--- src/hdl/cis_defs.vh ---
// Constants for the processor interrupt selector: offsets, fields, reset codes
`ifndef CIS_DEFS_VH
`define CIS_DEFS_VH

// ****************************************************************
// Register byte addresses
// ****************************************************************
`define CIS_ADDR_SEL_HIGH 32'h019C_0000
`define CIS_ADDR_SEL_LOW 32'h019C_0004

// ****************************************************************
// Field layout
// ****************************************************************
`define CIS_CODE_W 5
`define CIS_FIELD0_LSB 0
`define CIS_FIELD1_LSB 5
`define CIS_FIELD2_LSB 10
`define CIS_FIELD3_LSB 16
`define CIS_FIELD4_LSB 21
`define CIS_FIELD5_LSB 26
// Writable bits of each selector register (bits 15 and 31 outside fields)
`define CIS_SEL_MASK 32'h7FFF_7FFF

// ****************************************************************
// Reset values
// ****************************************************************
// Low: lines 4..9 codes 00100 00101 00110 00111 01000 01001
`define CIS_RST_LOW 32'h2507_18A4
// High: lines 10..15 codes 00011 01010 01011 00000 00001 00010
`define CIS_RST_HIGH 32'h0820_2D43

// ****************************************************************
// Source codes
// ****************************************************************
`define CIS_SRC_HOST 5'h00
`define CIS_SRC_TIMER0 5'h01
`define CIS_SRC_TIMER1 5'h02
`define CIS_SRC_MEMA 5'h03
`define CIS_SRC_GPIO4 5'h04
`define CIS_SRC_GPIO5 5'h05
`define CIS_SRC_GPIO6 5'h06
`define CIS_SRC_GPIO7 5'h07
`define CIS_SRC_DMA 5'h08
`define CIS_SRC_EMUDMA 5'h09
`define CIS_SRC_EXRX 5'h0A
`define CIS_SRC_EXTX 5'h0B
`define CIS_SRC_SER0TX 5'h0C
`define CIS_SRC_SER0RX 5'h0D
`define CIS_SRC_SER1TX 5'h0E
`define CIS_SRC_SER1RX 5'h0F
`define CIS_SRC_GPIO0 5'h10
`define CIS_SRC_SER2TX 5'h11
`define CIS_SRC_SER2RX 5'h12
`define CIS_SRC_TIMER2 5'h13
`define CIS_SRC_MEMB 5'h14
`define CIS_SRC_ATM 5'h17
`define CIS_SRC_VITERBI 5'h1E
`define CIS_SRC_TURBO 5'h1F

// ****************************************************************
// Line counts
// ****************************************************************
`define CIS_NUM_LINES 16
`define CIS_NUM_PROG 12
`define CIS_FIRST_PROG 4

`endif

--- src/hdl/cis_source_mux.v ---
// Source multiplexer: picks one of 32 event lines by a 5-bit code
`timescale 1ns/10ps
`include "cis_defs.vh"

module cis_source_mux (
    // Event vector indexed by selector code
    input wire [31:0] eventVec,
    // Selector code
    input wire [4:0] selCode,
    // Selected event
    output wire selEvent
);

    // Reserved codes see tied-low vector bits
    assign selEvent = eventVec[selCode];

endmodule

--- src/hdl/cis_apb_slave.v ---
// APB slave front end: decodes the two selector registers
`timescale 1ns/10ps
`include "cis_defs.vh"

module cis_apb_slave (
    // APB
    input wire psel,
    input wire penable,
    input wire pwrite,
    input wire [31:0] paddr,
    // Register contents for readback
    input wire [31:0] selLow,
    input wire [31:0] selHigh,
    // Decoded write strobes, combinational, high through the whole access phase
    output wire wrLow,
    output wire wrHigh,
    // Combinational read data and error
    output reg [31:0] rdData,
    output wire addrErr
);

    wire access;
    wire hitLow;
    wire hitHigh;

    assign access = psel & penable;
    assign hitLow = (paddr == `CIS_ADDR_SEL_LOW);
    assign hitHigh = (paddr == `CIS_ADDR_SEL_HIGH);
    assign wrLow = access & pwrite & hitLow;
    assign wrHigh = access & pwrite & hitHigh;
    assign addrErr = ~(hitLow | hitHigh);

    // Read mux, unmapped reads as zero
    always @* begin
        if (hitLow) begin
            rdData = selLow;
        end else if (hitHigh) begin
            rdData = selHigh;
        end else begin
            rdData = 32'h0000_0000;
        end
    end

endmodule

--- src/hdl/cis_selector.v ---
// Processor interrupt selector: routes peripheral events onto 16 lines
// How it works
// - Lines 0-3 fixed: reset, non-maskable, two reserved lines held low.
// - Lines 4-15 each pick a source by a 5-bit code field.
// - All selector fields load default codes at reset.
// - Line 4 uses low bits 4:0, default 00100, GPIO/pin event 4.
// - Line 5 uses low bits 9:5, default 00101, GPIO/pin event 5.
// - Line 6 uses low bits 14:10, default 00110, GPIO/pin event 6.
// - Line 7 uses low bits 20:16, default 00111; bit 15 unused.
// - Line 8 low 25:21 default DMA; line 9 low 30:26 emulation DMA.
// - Line 10 uses high bits 4:0, default 00011, memory port A refresh.
// - Lines 11/12 high 9:5 and 14:10, exchange receive/transmit defaults.
// - Lines 13/14/15 default host port, timer zero, timer one.
// - Non-default codes select serial ports, GPIO 0, timer 2, port B.
// - Sixteen lines, line 0 highest priority, line 15 lowest.
// - High register at 0x019C0000, low register at 0x019C0004.
`timescale 1ns/10ps
`include "cis_defs.vh"

module cis_selector #(
    parameter NUM_LINES = `CIS_NUM_LINES,
    parameter NUM_PROG = `CIS_NUM_PROG
) (
    // Clock and reset
    input wire mclk,
    input wire rst,
    // APB slave
    input wire psel,
    input wire penable,
    input wire pwrite,
    input wire [31:0] paddr,
    input wire [31:0] pwdata,
    input wire [3:0] pstrb,
    output reg [31:0] prdata,
    output reg pready,
    output reg pslverr,
    // Fixed sources
    input wire resetEvent,
    input wire nmiEvent,
    // Peripheral event sources
    input wire hostPortEvent,
    input wire timerZeroEvent,
    input wire timerOneEvent,
    input wire timerTwoEvent,
    input wire memPortARefreshEvent,
    input wire memPortBRefreshEvent,
    input wire gpioOrPinEvent4,
    input wire gpioOrPinEvent5,
    input wire gpioOrPinEvent6,
    input wire gpioOrPinEvent7,
    input wire gpioEventZero,
    input wire dmaCompletionEvent,
    input wire emulationDmaEvent,
    input wire emulationExchangeRxEvent,
    input wire emulationExchangeTxEvent,
    input wire serial0TxEvent,
    input wire serial0RxEvent,
    input wire serial1TxEvent,
    input wire serial1RxEvent,
    input wire serial2TxEvent,
    input wire serial2RxEvent,
    input wire atmCellPortEvent,
    input wire viterbiCoprocEvent,
    input wire turboCoprocEvent,
    // Variant presence straps, steady during operation
    input wire atmPresent,
    input wire viterbiPresent,
    input wire turboPresent,
    // Interrupt lines to the processor, bit 0 highest priority
    output reg [NUM_LINES-1:0] cpuIntLines
);

    // ************************************************************
    // Registers
    // ************************************************************
    reg [31:0] selLow_ff;
    reg [31:0] selHigh_ff;
    reg [31:0] nxt_selLow;
    reg [31:0] nxt_selHigh;
    reg [31:0] eventVec;
    wire [31:0] byteMask;
    wire wrLow;
    wire wrHigh;
    wire addrErr;
    wire [31:0] rdData;
    wire [NUM_PROG-1:0] progEvent;
    wire [5*NUM_PROG-1:0] codeBus;

    // ************************************************************
    // Bus front end
    // ************************************************************

    // Address decode and read mux
    cis_apb_slave u_apb (
        .psel(psel),
        .penable(penable),
        .pwrite(pwrite),
        .paddr(paddr),
        .selLow(selLow_ff),
        .selHigh(selHigh_ff),
        .wrLow(wrLow),
        .wrHigh(wrHigh),
        .rdData(rdData),
        .addrErr(addrErr)
    );

    // Byte lanes from strobes; a read ignores them
    assign byteMask = {{8{pstrb[3]}}, {8{pstrb[2]}}, {8{pstrb[1]}}, {8{pstrb[0]}}};

    // Bus response: one wait state, answer registered on the access cycle
    always @(posedge mclk or posedge rst) begin
        if (rst) begin
            pready <= 1'b0;
            pslverr <= 1'b0;
            prdata <= 32'h0000_0000;
        end else begin
            if (psel & penable & ~pready) begin
                pready <= 1'b1;
                pslverr <= addrErr;
                prdata <= pwrite ? 32'h0000_0000 : rdData;
            end else begin
                pready <= 1'b0;
                pslverr <= 1'b0;
                prdata <= 32'h0000_0000;
            end
        end
    end

    // ************************************************************
    // Selector registers
    // ************************************************************

    // Masked byte-lane write, taken at the completing edge
    // register addressing
    always @* begin
        nxt_selLow = selLow_ff;
        nxt_selHigh = selHigh_ff;
        if (wrLow & pready) begin
            nxt_selLow = ((selLow_ff & ~byteMask) | (pwdata & byteMask)) & `CIS_SEL_MASK;
        end
        if (wrHigh & pready) begin
            nxt_selHigh = ((selHigh_ff & ~byteMask) | (pwdata & byteMask)) & `CIS_SEL_MASK;
        end
    end

    always @(posedge mclk or posedge rst) begin
        if (rst) begin
            selLow_ff <= `CIS_RST_LOW;
            selHigh_ff <= `CIS_RST_HIGH;
        end else begin
            selLow_ff <= nxt_selLow;
            selHigh_ff <= nxt_selHigh;
        end
    end

    // ************************************************************
    // Field extraction
    // ************************************************************

    assign codeBus[4:0] = selLow_ff[`CIS_FIELD0_LSB +: `CIS_CODE_W];
    assign codeBus[9:5] = selLow_ff[`CIS_FIELD1_LSB +: `CIS_CODE_W];
    assign codeBus[14:10] = selLow_ff[`CIS_FIELD2_LSB +: `CIS_CODE_W];
    // line 7 field, skips bit 15
    assign codeBus[19:15] = selLow_ff[`CIS_FIELD3_LSB +: `CIS_CODE_W];
    assign codeBus[24:20] = selLow_ff[`CIS_FIELD4_LSB +: `CIS_CODE_W];
    assign codeBus[29:25] = selLow_ff[`CIS_FIELD5_LSB +: `CIS_CODE_W];
    assign codeBus[34:30] = selHigh_ff[`CIS_FIELD0_LSB +: `CIS_CODE_W];
    assign codeBus[39:35] = selHigh_ff[`CIS_FIELD1_LSB +: `CIS_CODE_W];
    assign codeBus[44:40] = selHigh_ff[`CIS_FIELD2_LSB +: `CIS_CODE_W];
    assign codeBus[49:45] = selHigh_ff[`CIS_FIELD3_LSB +: `CIS_CODE_W];
    assign codeBus[54:50] = selHigh_ff[`CIS_FIELD4_LSB +: `CIS_CODE_W];
    assign codeBus[59:55] = selHigh_ff[`CIS_FIELD5_LSB +: `CIS_CODE_W];

    // ************************************************************
    // Event vector by code
    // ************************************************************

    // Each source placed at its code; reserved codes held low
    // reserved codes low
    always @* begin
        eventVec = 32'h0000_0000;
        eventVec[`CIS_SRC_HOST] = hostPortEvent;
        eventVec[`CIS_SRC_TIMER0] = timerZeroEvent;
        eventVec[`CIS_SRC_TIMER1] = timerOneEvent;
        eventVec[`CIS_SRC_MEMA] = memPortARefreshEvent;
        eventVec[`CIS_SRC_GPIO4] = gpioOrPinEvent4;
        eventVec[`CIS_SRC_GPIO5] = gpioOrPinEvent5;
        eventVec[`CIS_SRC_GPIO6] = gpioOrPinEvent6;
        eventVec[`CIS_SRC_GPIO7] = gpioOrPinEvent7;
        eventVec[`CIS_SRC_DMA] = dmaCompletionEvent;
        eventVec[`CIS_SRC_EMUDMA] = emulationDmaEvent;
        eventVec[`CIS_SRC_EXRX] = emulationExchangeRxEvent;
        eventVec[`CIS_SRC_EXTX] = emulationExchangeTxEvent;
        eventVec[`CIS_SRC_SER0TX] = serial0TxEvent;
        eventVec[`CIS_SRC_SER0RX] = serial0RxEvent;
        eventVec[`CIS_SRC_SER1TX] = serial1TxEvent;
        eventVec[`CIS_SRC_SER1RX] = serial1RxEvent;
        eventVec[`CIS_SRC_GPIO0] = gpioEventZero;
        eventVec[`CIS_SRC_SER2TX] = serial2TxEvent;
        eventVec[`CIS_SRC_SER2RX] = serial2RxEvent;
        eventVec[`CIS_SRC_TIMER2] = timerTwoEvent;
        eventVec[`CIS_SRC_MEMB] = memPortBRefreshEvent;
        eventVec[`CIS_SRC_ATM] = atmCellPortEvent & atmPresent;
        eventVec[`CIS_SRC_VITERBI] = viterbiCoprocEvent & viterbiPresent;
        eventVec[`CIS_SRC_TURBO] = turboCoprocEvent & turboPresent;
    end

    // ************************************************************
    // Per-line routing
    // ************************************************************

    genvar gi;
    generate
        for (gi = 0; gi < NUM_PROG; gi = gi + 1) begin : g_line
            cis_source_mux u_mux (
                .eventVec(eventVec),
                .selCode(codeBus[5*gi +: 5]),
                .selEvent(progEvent[gi])
            );
        end
    endgenerate

    // Output register, line 0 highest priority at bit 0
    // fixed lines, follows current field
    always @(posedge mclk or posedge rst) begin
        if (rst) begin
            cpuIntLines <= {NUM_LINES{1'b0}};
        end else begin
            cpuIntLines <= {progEvent, 2'b00, nmiEvent, resetEvent};
        end
    end

endmodule

--- config.mk ---
export PLATFORM = sky130hd
export DESIGN_NAME = cis_selector
export DESIGN_NICKNAME = d
export VERILOG_FILES = /design/src/hdl/cis_source_mux.v /design/src/hdl/cis_apb_slave.v /design/src/hdl/cis_selector.v
export VERILOG_INCLUDE_DIRS = /design/src /design/src/hdl
export SDC_FILE = /design/constraint.sdc
export NUM_CORES = 1
export LEC_CHECK = 0
export BUFFER_PORTS_ARGS = -buffer_cell sky130_fd_sc_hd__buf_2
export CAP_MARGIN = 20
export CORE_ASPECT_RATIO = 1.2
export CORE_MARGIN = 5
export CORE_UTILIZATION = 56
export CTS_CLUSTER_DIAMETER = 60
export DETAILED_ROUTE_END_ITERATION = 10
export GPL_ROUTABILITY_DRIVEN = 0
export GPL_TIMING_DRIVEN = 0
export PLACE_DENSITY = 0.79
export SLEW_MARGIN = 20
export SYNTH_ARGS = -nofsm -noshare
export SYNTH_HDL_FRONTEND = slang
export SYNTH_SLANG_ARGS = --single-unit
--- constraint.sdc ---
create_clock -name mclk -period 4.1 [get_ports mclk]
set_input_delay 1.025 -clock mclk [delete_from_list [all_inputs] [get_ports mclk]]
set_output_delay 1.025 -clock mclk [all_outputs]
set_load 0.005 [all_outputs]
**Word level (Yosys, flattened, before mapping)**

Index checks and enable logic that the tools add are counted.

- Output and inout port bits: 50
- Input bits: 102
- Flip-flop bits (word level): 108
- Logic and storage cells: 69

- Equality and inequality tests: 2
- Bitwise gates (word level): 19
- Order comparisons: 12
- Muxes and demuxes: 30

Operator list:

| kind | count |
|---|---|
| two-way mux 32 bit | 3 |
| AND 31 bit | 3 |
| less-than comparator 5 x 6 -> 1 bit, second input constant | 12 |
| == test 32 x 25 -> 1 bit, second input constant | 2 |
| bitwise OR 31 bit | 2 |
| binary-select mux 1 bit (select 5 bit) | 12 |
| two-way mux 31 bit | 1 |
| NOT 31 bit | 1 |
| two-way mux 1 bit | 14 |
| AND 1 bit | 10 |
| NOT 1 bit | 2 |
| bitwise OR 1 bit | 1 |

**Longest topological paths before layout**

Gate-level depths: netlist of run 1.

- Word-level depth: 5
- Gate-level depth with buffers: 6
- Gate-level depth less buffers: 4

**Cells and area by module**

A second synthesis of run 1 with hierarchy kept.

- Cell total of the unflattened synthesis: 803
- Area, all modules: 8620.8 µm²

Modules (own cells, without submodules):

| module | times used | cells each | area an instance (µm²) | sequential area each (µm²) |
|---|---|---|---|---|
| cis_source_mux | 12 | 41 | 325.3 | 0.0 |
| cis_selector | 1 | 222 | 3818.7 | 2727.6 |
| cis_apb_slave | 1 | 89 | 898.4 | 0.0 |

**Worst setup path before layout of run 1**

OpenSTA, ideal clock, no wires.

- Path kind: input-to-reg
- From: input paddr[17]
- To: register with a tool-made name
- Arrival: 2429 ps
- Path buffers: 1
- Library setup time: 125 ps
- Data required time: 3975 ps
- Stages on the path: 5
- Path slack: 1547 ps
- Cells stage by stage: nor4b_1 nand4_1 buf_6 nor4_4 mux2_2

RTL lines:

| item | RTL line | RTL |
|---|---|---|
| start: declaration | cis_selector.v:31 | `input wire [31:0] paddr,` |

==> results of run 1 <==
[kinds of logic after synthesis]
| family | Yosys count |
|---|---|
| other | 1 |
| DFF | 106 |
| and+or+nand+nor | 160 |
| AOI/OAI and AO/OA | 83 |
| muxes | 167 |
| buffers and inverters | 94 |
[area by class of cell]
type                       instances  area (sq um)
fill                             943          3950
multi-input combinational        414          3920
sequential                       106          2680
timing repair buffer             143           738
buffer                            80           337
clock buffer                      12           256
tap                              161           201
inverter                          14          57.6
clock inverter                     4          35.0
[worst max path at each step]
stage | start | to | slack (ns)
floorplan | rst | asynchronous set/reset pin | 0.32
global placement | rst | cpuIntLines[15]$_DFF_PP0_ | -0.67
detailed placement | paddr[29] | flip-flop | 0.99
CTS | paddr[29] | flip-flop | 1.37
global route | paddr[16] | flip-flop | 1.25
finish | paddr[17] | flip-flop | 1.36
[cells in the mapped netlist (all sizes together) (2+ instances only)]
cell	number	area (sq um)
dfrtp	86	2150
o21ai	13	65.1
or3b	2	17.5
nand2b	5	31.3
o32ai	3	26.3
a311o	2	20.0
nand3	19	95.1
o311ai	4	35.0
dfstp	20	526
nor4	9	116
clkbuf	59	221
nor4b	3	26.3
a22oi	16	120
o211ai	14	105
nor3	13	85.1
nor2b	12	75.1
a2111o	4	45.0
o221a	2	22.5
mux4	46	1040
inv	14	52.6
a31oi	4	25.0
nand2	13	48.8
a31o	2	17.5
buf	21	115
nor2	46	178
nor3b	7	52.6
and3	5	31.3
o2111ai	9	78.8
mux2	70	788
nand3b	7	52.6
or2	3	18.8
a21oi	5	25.0
mux2i	51	510
nand4	12	75.1
[layer usage]
metal	global-route usage	wire, microns	up-vias
met5	0	0	-
met4	0.151	1130	0
met3	0.0803	2530	103
met2	0.453	9940	485
met1	0.349	7380	2915
li1	-	-	2619
[worst max-delay path: stages]
cell,delay (ns)
buf_2,0.09
nor4b_1,0.33
nand4_1,0.16
buf_6,0.19
nor4_4,0.74
mux2_2,0.42
[through the flow]
stage	setup TNS (ns)	hold WS (ns)	std cells	total power [W]
after CTS	0	0.578	934	0.00217
after detailed placement	0	0.566	918	0.00133
final	0	0.572	934	0.00216
after global routing	0	0.606	934	0.00223
after global placement	-57.16	0.538	917	0.00132
after floorplan	0	0.526	614	0.00121
[power by group through the flow]
stage	clock network [W]	registers, W	logic, W
floorplan	0	0.00108	0.000130
global placement	0	0.00108	0.000240
detailed placement	0	0.00108	0.000252
CTS	0.000856	0.00106	0.000254
global route	0.000897	0.00106	0.000276
finish	0.000844	0.00106	0.000261
==> results.toml, run 1 <==
[route]
viasPerCell = 6.55
dr.pass1.iters = 6
wirelength_microns = 21000
dr.first_iter.drc_count = 733
drt-wirelength-per-cell_microns = 22.5
drt.antenna.violating_nets = 0
vias = 6122
drc_errors = 0

[sta]
rsz0062_at_grt = "false"
max-slew-margin-rel = 0.421
clock.fmax_mhz = 365
worst_slew_pin_slew_ns = 0.864
final.setup.worst_slack_ns = 1.36
clock_skew_ns = 0.00589
period_share = 0.668
hold_violations = 0
finalSetupViolations = 0
maxSlewViolCount = 0
period_minus_slack_ns = 2.74

[layout]
nets = 870
syn2layout_area_growth_pct = 17.9
final_cell_area_sq_um = 8220
final_cell_mix = "buf_2 (144), dfrtp_1 (86), mux2_2 (70), clkbuf_1 (60), mux2i_1 (51)"
fin_util = 0.676
layout.cells.most_common = "buf_2"
drive_gt1_frac = 0.420
n_antenna_cell = 0

[cts]
cts_buffers = 9
insertion_delay_ns = 0.35
cts_tree = "built"
clock_sinks = 106
cts_buffer_depth = 2
clkTransAtPathRegs_ns = 0.07
htree_levels = 3
ctsHoldBuffers = 0
post-cts-setup-buffer-count = 0
root_buffer = "clkbuf_16"
cts-resized-gates = 0

[min_path]
min_path_cells = 2
min_from = "pready$_DFF_PP0_"
min_to = "pready$_DFF_PP0_"
min_path_type = "reg -> reg"

[power]
leakage_nw = 3.49
switching_share = 0.253
pwr_density_cell_nw_per_um2 = 263
power_frac_clock = 0.391
internal_power_w = 0.00161
p_sw_w = 0.000546
ir_worst_vdd_uv = 242
p_comb_frac = 0.121
power_frac_seq = 0.489

[synthesis]
syn_area_per_cell_sq_um = 11.4
mappedNetlistArea_sq_um = 6970
synthCells = 611
yosys_warnings = 0
synth_compound_area_frac = 0.0902
yosys.area_share.adder = 0
synth-xor-area-share = 0
synth_simple_gate_area_share = 0.135
ys_ff_latch = 106
synthMuxAreaShare = 0.335
synth_cell_types = 50
synthFlopType = "dfrtp_1"
async_reset_ff_frac = 1.00
ys_seq_area_frac = 0.384
synth_edf_count = 0
synth_top_family_by_area = "multiplexers"

[critical_path]
reg2reg_depth = 5
reg2reg_slack_ns = 1.83
critPathMaxFanout = 10
critPathArrivalTime_ns = 2.97
crit_type = "in -> reg"
worstPathRequired_ns = 4.34
reg2reg_to = "cpuIntLines[10]$_DFF_PP0_"
end_kind = "flip-flop"
start_kind = "input port"

[global_routing]
grt_pass1_vias = 6422
grt-ovfl-total = 0
antenna_found_initial = 0
grt.total_usage = 0.284
grt_start_max_net_pins = 55
grt_pass1_wl_microns = 33400

[placement]
place_hpwl_microns = 15000
dpl_cell_area_sq_um = 7930
port_buffers = 142
dp_slack_ns = 0.986

[die]
core-area_sq_um = 12200
die_x_microns = 112
num_rows = 44
start_util = 0.573
ios = 152
dieArea_sq_um = 14800
die_h_microns = 132

[job]
drv_cap = 0

[run_status]
outcome = "finished, final reports clean"
(Power assumes the default switching activity.)
==> inputs of run 2 (changes only) <==
clock period = 2.7 ns   (was 4.1 ns; I/O delays follow)
==> results.toml, run 2 (synthesized netlist as in run 1, its figures left out) <==
[cts]
clock_sinks = 106
post-cts-setup-buffer-count = 0
cts_buffers = 9
root_buffer = "clkbuf_16"
cts_buffer_depth = 2
clkTransAtPathRegs_ns = 0.07
insertion_delay_ns = 0.35
cts_tree = "built"
cts-resized-gates = 0
htree_levels = 3
ctsHoldBuffers = 0

[sta]
clock_skew_ns = 0.00686
period_minus_slack_ns = 2.39
final.setup.worst_slack_ns = 0.308
max-slew-margin-rel = 0.387
hold_violations = 0
period_share = 0.886
maxSlewViolCount = 0
rsz0062_at_grt = "false"
finalSetupViolations = 0
worst_slew_pin_slew_ns = 0.914
clock.fmax_mhz = 418

[global_routing]
grt_start_max_net_pins = 37
grt_pass1_wl_microns = 33000
grt_pass1_vias = 6219
grt-ovfl-total = 0
grt.total_usage = 0.281
antenna_found_initial = 0

[die]
die_x_microns = 112
core-area_sq_um = 12200
die_h_microns = 132
start_util = 0.573
ios = 152
dieArea_sq_um = 14800
num_rows = 44

[layout]
final_cell_area_sq_um = 8230
syn2layout_area_growth_pct = 18.1
multi_input_comb_area_sq_um = 3920
fin_cells = 936
nets = 872
ff_latch_area_sq_um = 2680
fin_util = 0.677
drive_gt1_frac = 0.419
fillers = 910
layout.cells.most_common = "buf_2"
n_antenna_cell = 0
final_cell_mix = "buf_2 (144), dfrtp_1 (86), mux2_2 (70), clkbuf_1 (62), mux2i_1 (51)"

[route]
drt.antenna.violating_nets = 0
drc_errors = 0
wirelength_microns = 20800
dr.first_iter.drc_count = 795
vias = 6182
drt-wirelength-per-cell_microns = 22.2
viasPerCell = 6.60
dr.pass1.iters = 6

[critical_path]
worstPathRequired_ns = 2.94
start_kind = "input port"
end_kind = "flip-flop"
cpPeakStageDelay_ns = 0.77
crit_type = "in -> reg"
critPathMaxFanout = 10
path_buf_inv = 2
crit_family = "simple AND/OR/NAND/NOR gates"
path_cells = "buf_2 -> nor4_1 -> nand4_1 -> buf_2 -> nor3_2 -> mux2_2"
cpMostUsedCell = "buf_2"
slowest_stage = "nor3_2"
critPathArrivalTime_ns = 2.63

[placement]
port_buffers = 142
dp_slack_ns = -0.0604
place_hpwl_microns = 15000
dpl_cell_area_sq_um = 7970
dp_cells = 920

[run_status]
outcome = "finished, final reports clean"

[power]
pwr_density_cell_nw_per_um2 = 390
ir_worst_vdd_uv = 269
leakage_nw = 3.48

[job]
drv_cap = 0

[min_path]
min_path_type = "in -> async"
run 2: final timing paths:
path	start	endpoint	slack (ns)	cells after the start
max	paddr[30]	flip-flop	0.31	6
min	rst	prdata[12]$_DFF_PP0_	0.29	2
max reg2reg	flip-flop	cpuIntLines[10]$_DFF_PP0_	0.45	5
min reg2reg	pready$_DFF_PP0_	pready$_DFF_PP0_	0.58	2
max in group asynchronous	rst	asynchronous set/reset pin	1.65	4
min in group mclk	resetEvent	cpuIntLines[0]$_DFF_PP0_	0.43	1
run 2: through the flow:
step	power, W	hold WS, ns	setup TNS [ns]
floorplan	0.00183	0.526	0
global placement	0.00200	0.569	-0.0117
detailed placement	0.00202	0.583	-0.340
CTS	0.00321	0.298	0
global route	0.00332	0.319	0
finish	0.00321	0.288	0
run 2: routing by layer:
layer | global-route usage | wire, microns | vias up
met3 | 0.0643 | 2590 | 94
met2 | 0.443 | 9880 | 481
met4 | 0.139 | 928 | 0
li1 | - | - | 2623
met1 | 0.366 | 7410 | 2984
met5 | 0 | 0 | -
run 2: area by class of cell:
cell class              count  share of cell area
inverters                  14             0.00684
flip-flops and latches    106               0.325
repair buffers            145              0.0945
well taps                 161              0.0245
plain buffers              80              0.0409
clock inverters             4             0.00349
clock buffers              12              0.0287
multi-input cells         414               0.476
run 2: report_power, final:
part | switching (W) | internal [W] | leakage, nW
registers | 0.00000303 | 0.00160 | 1.37
clock network | 0.000574 | 0.000627 | 0.123
logic | 0.000232 | 0.000172 | 1.98
total | 0.000809 | 0.00240 | 3.48
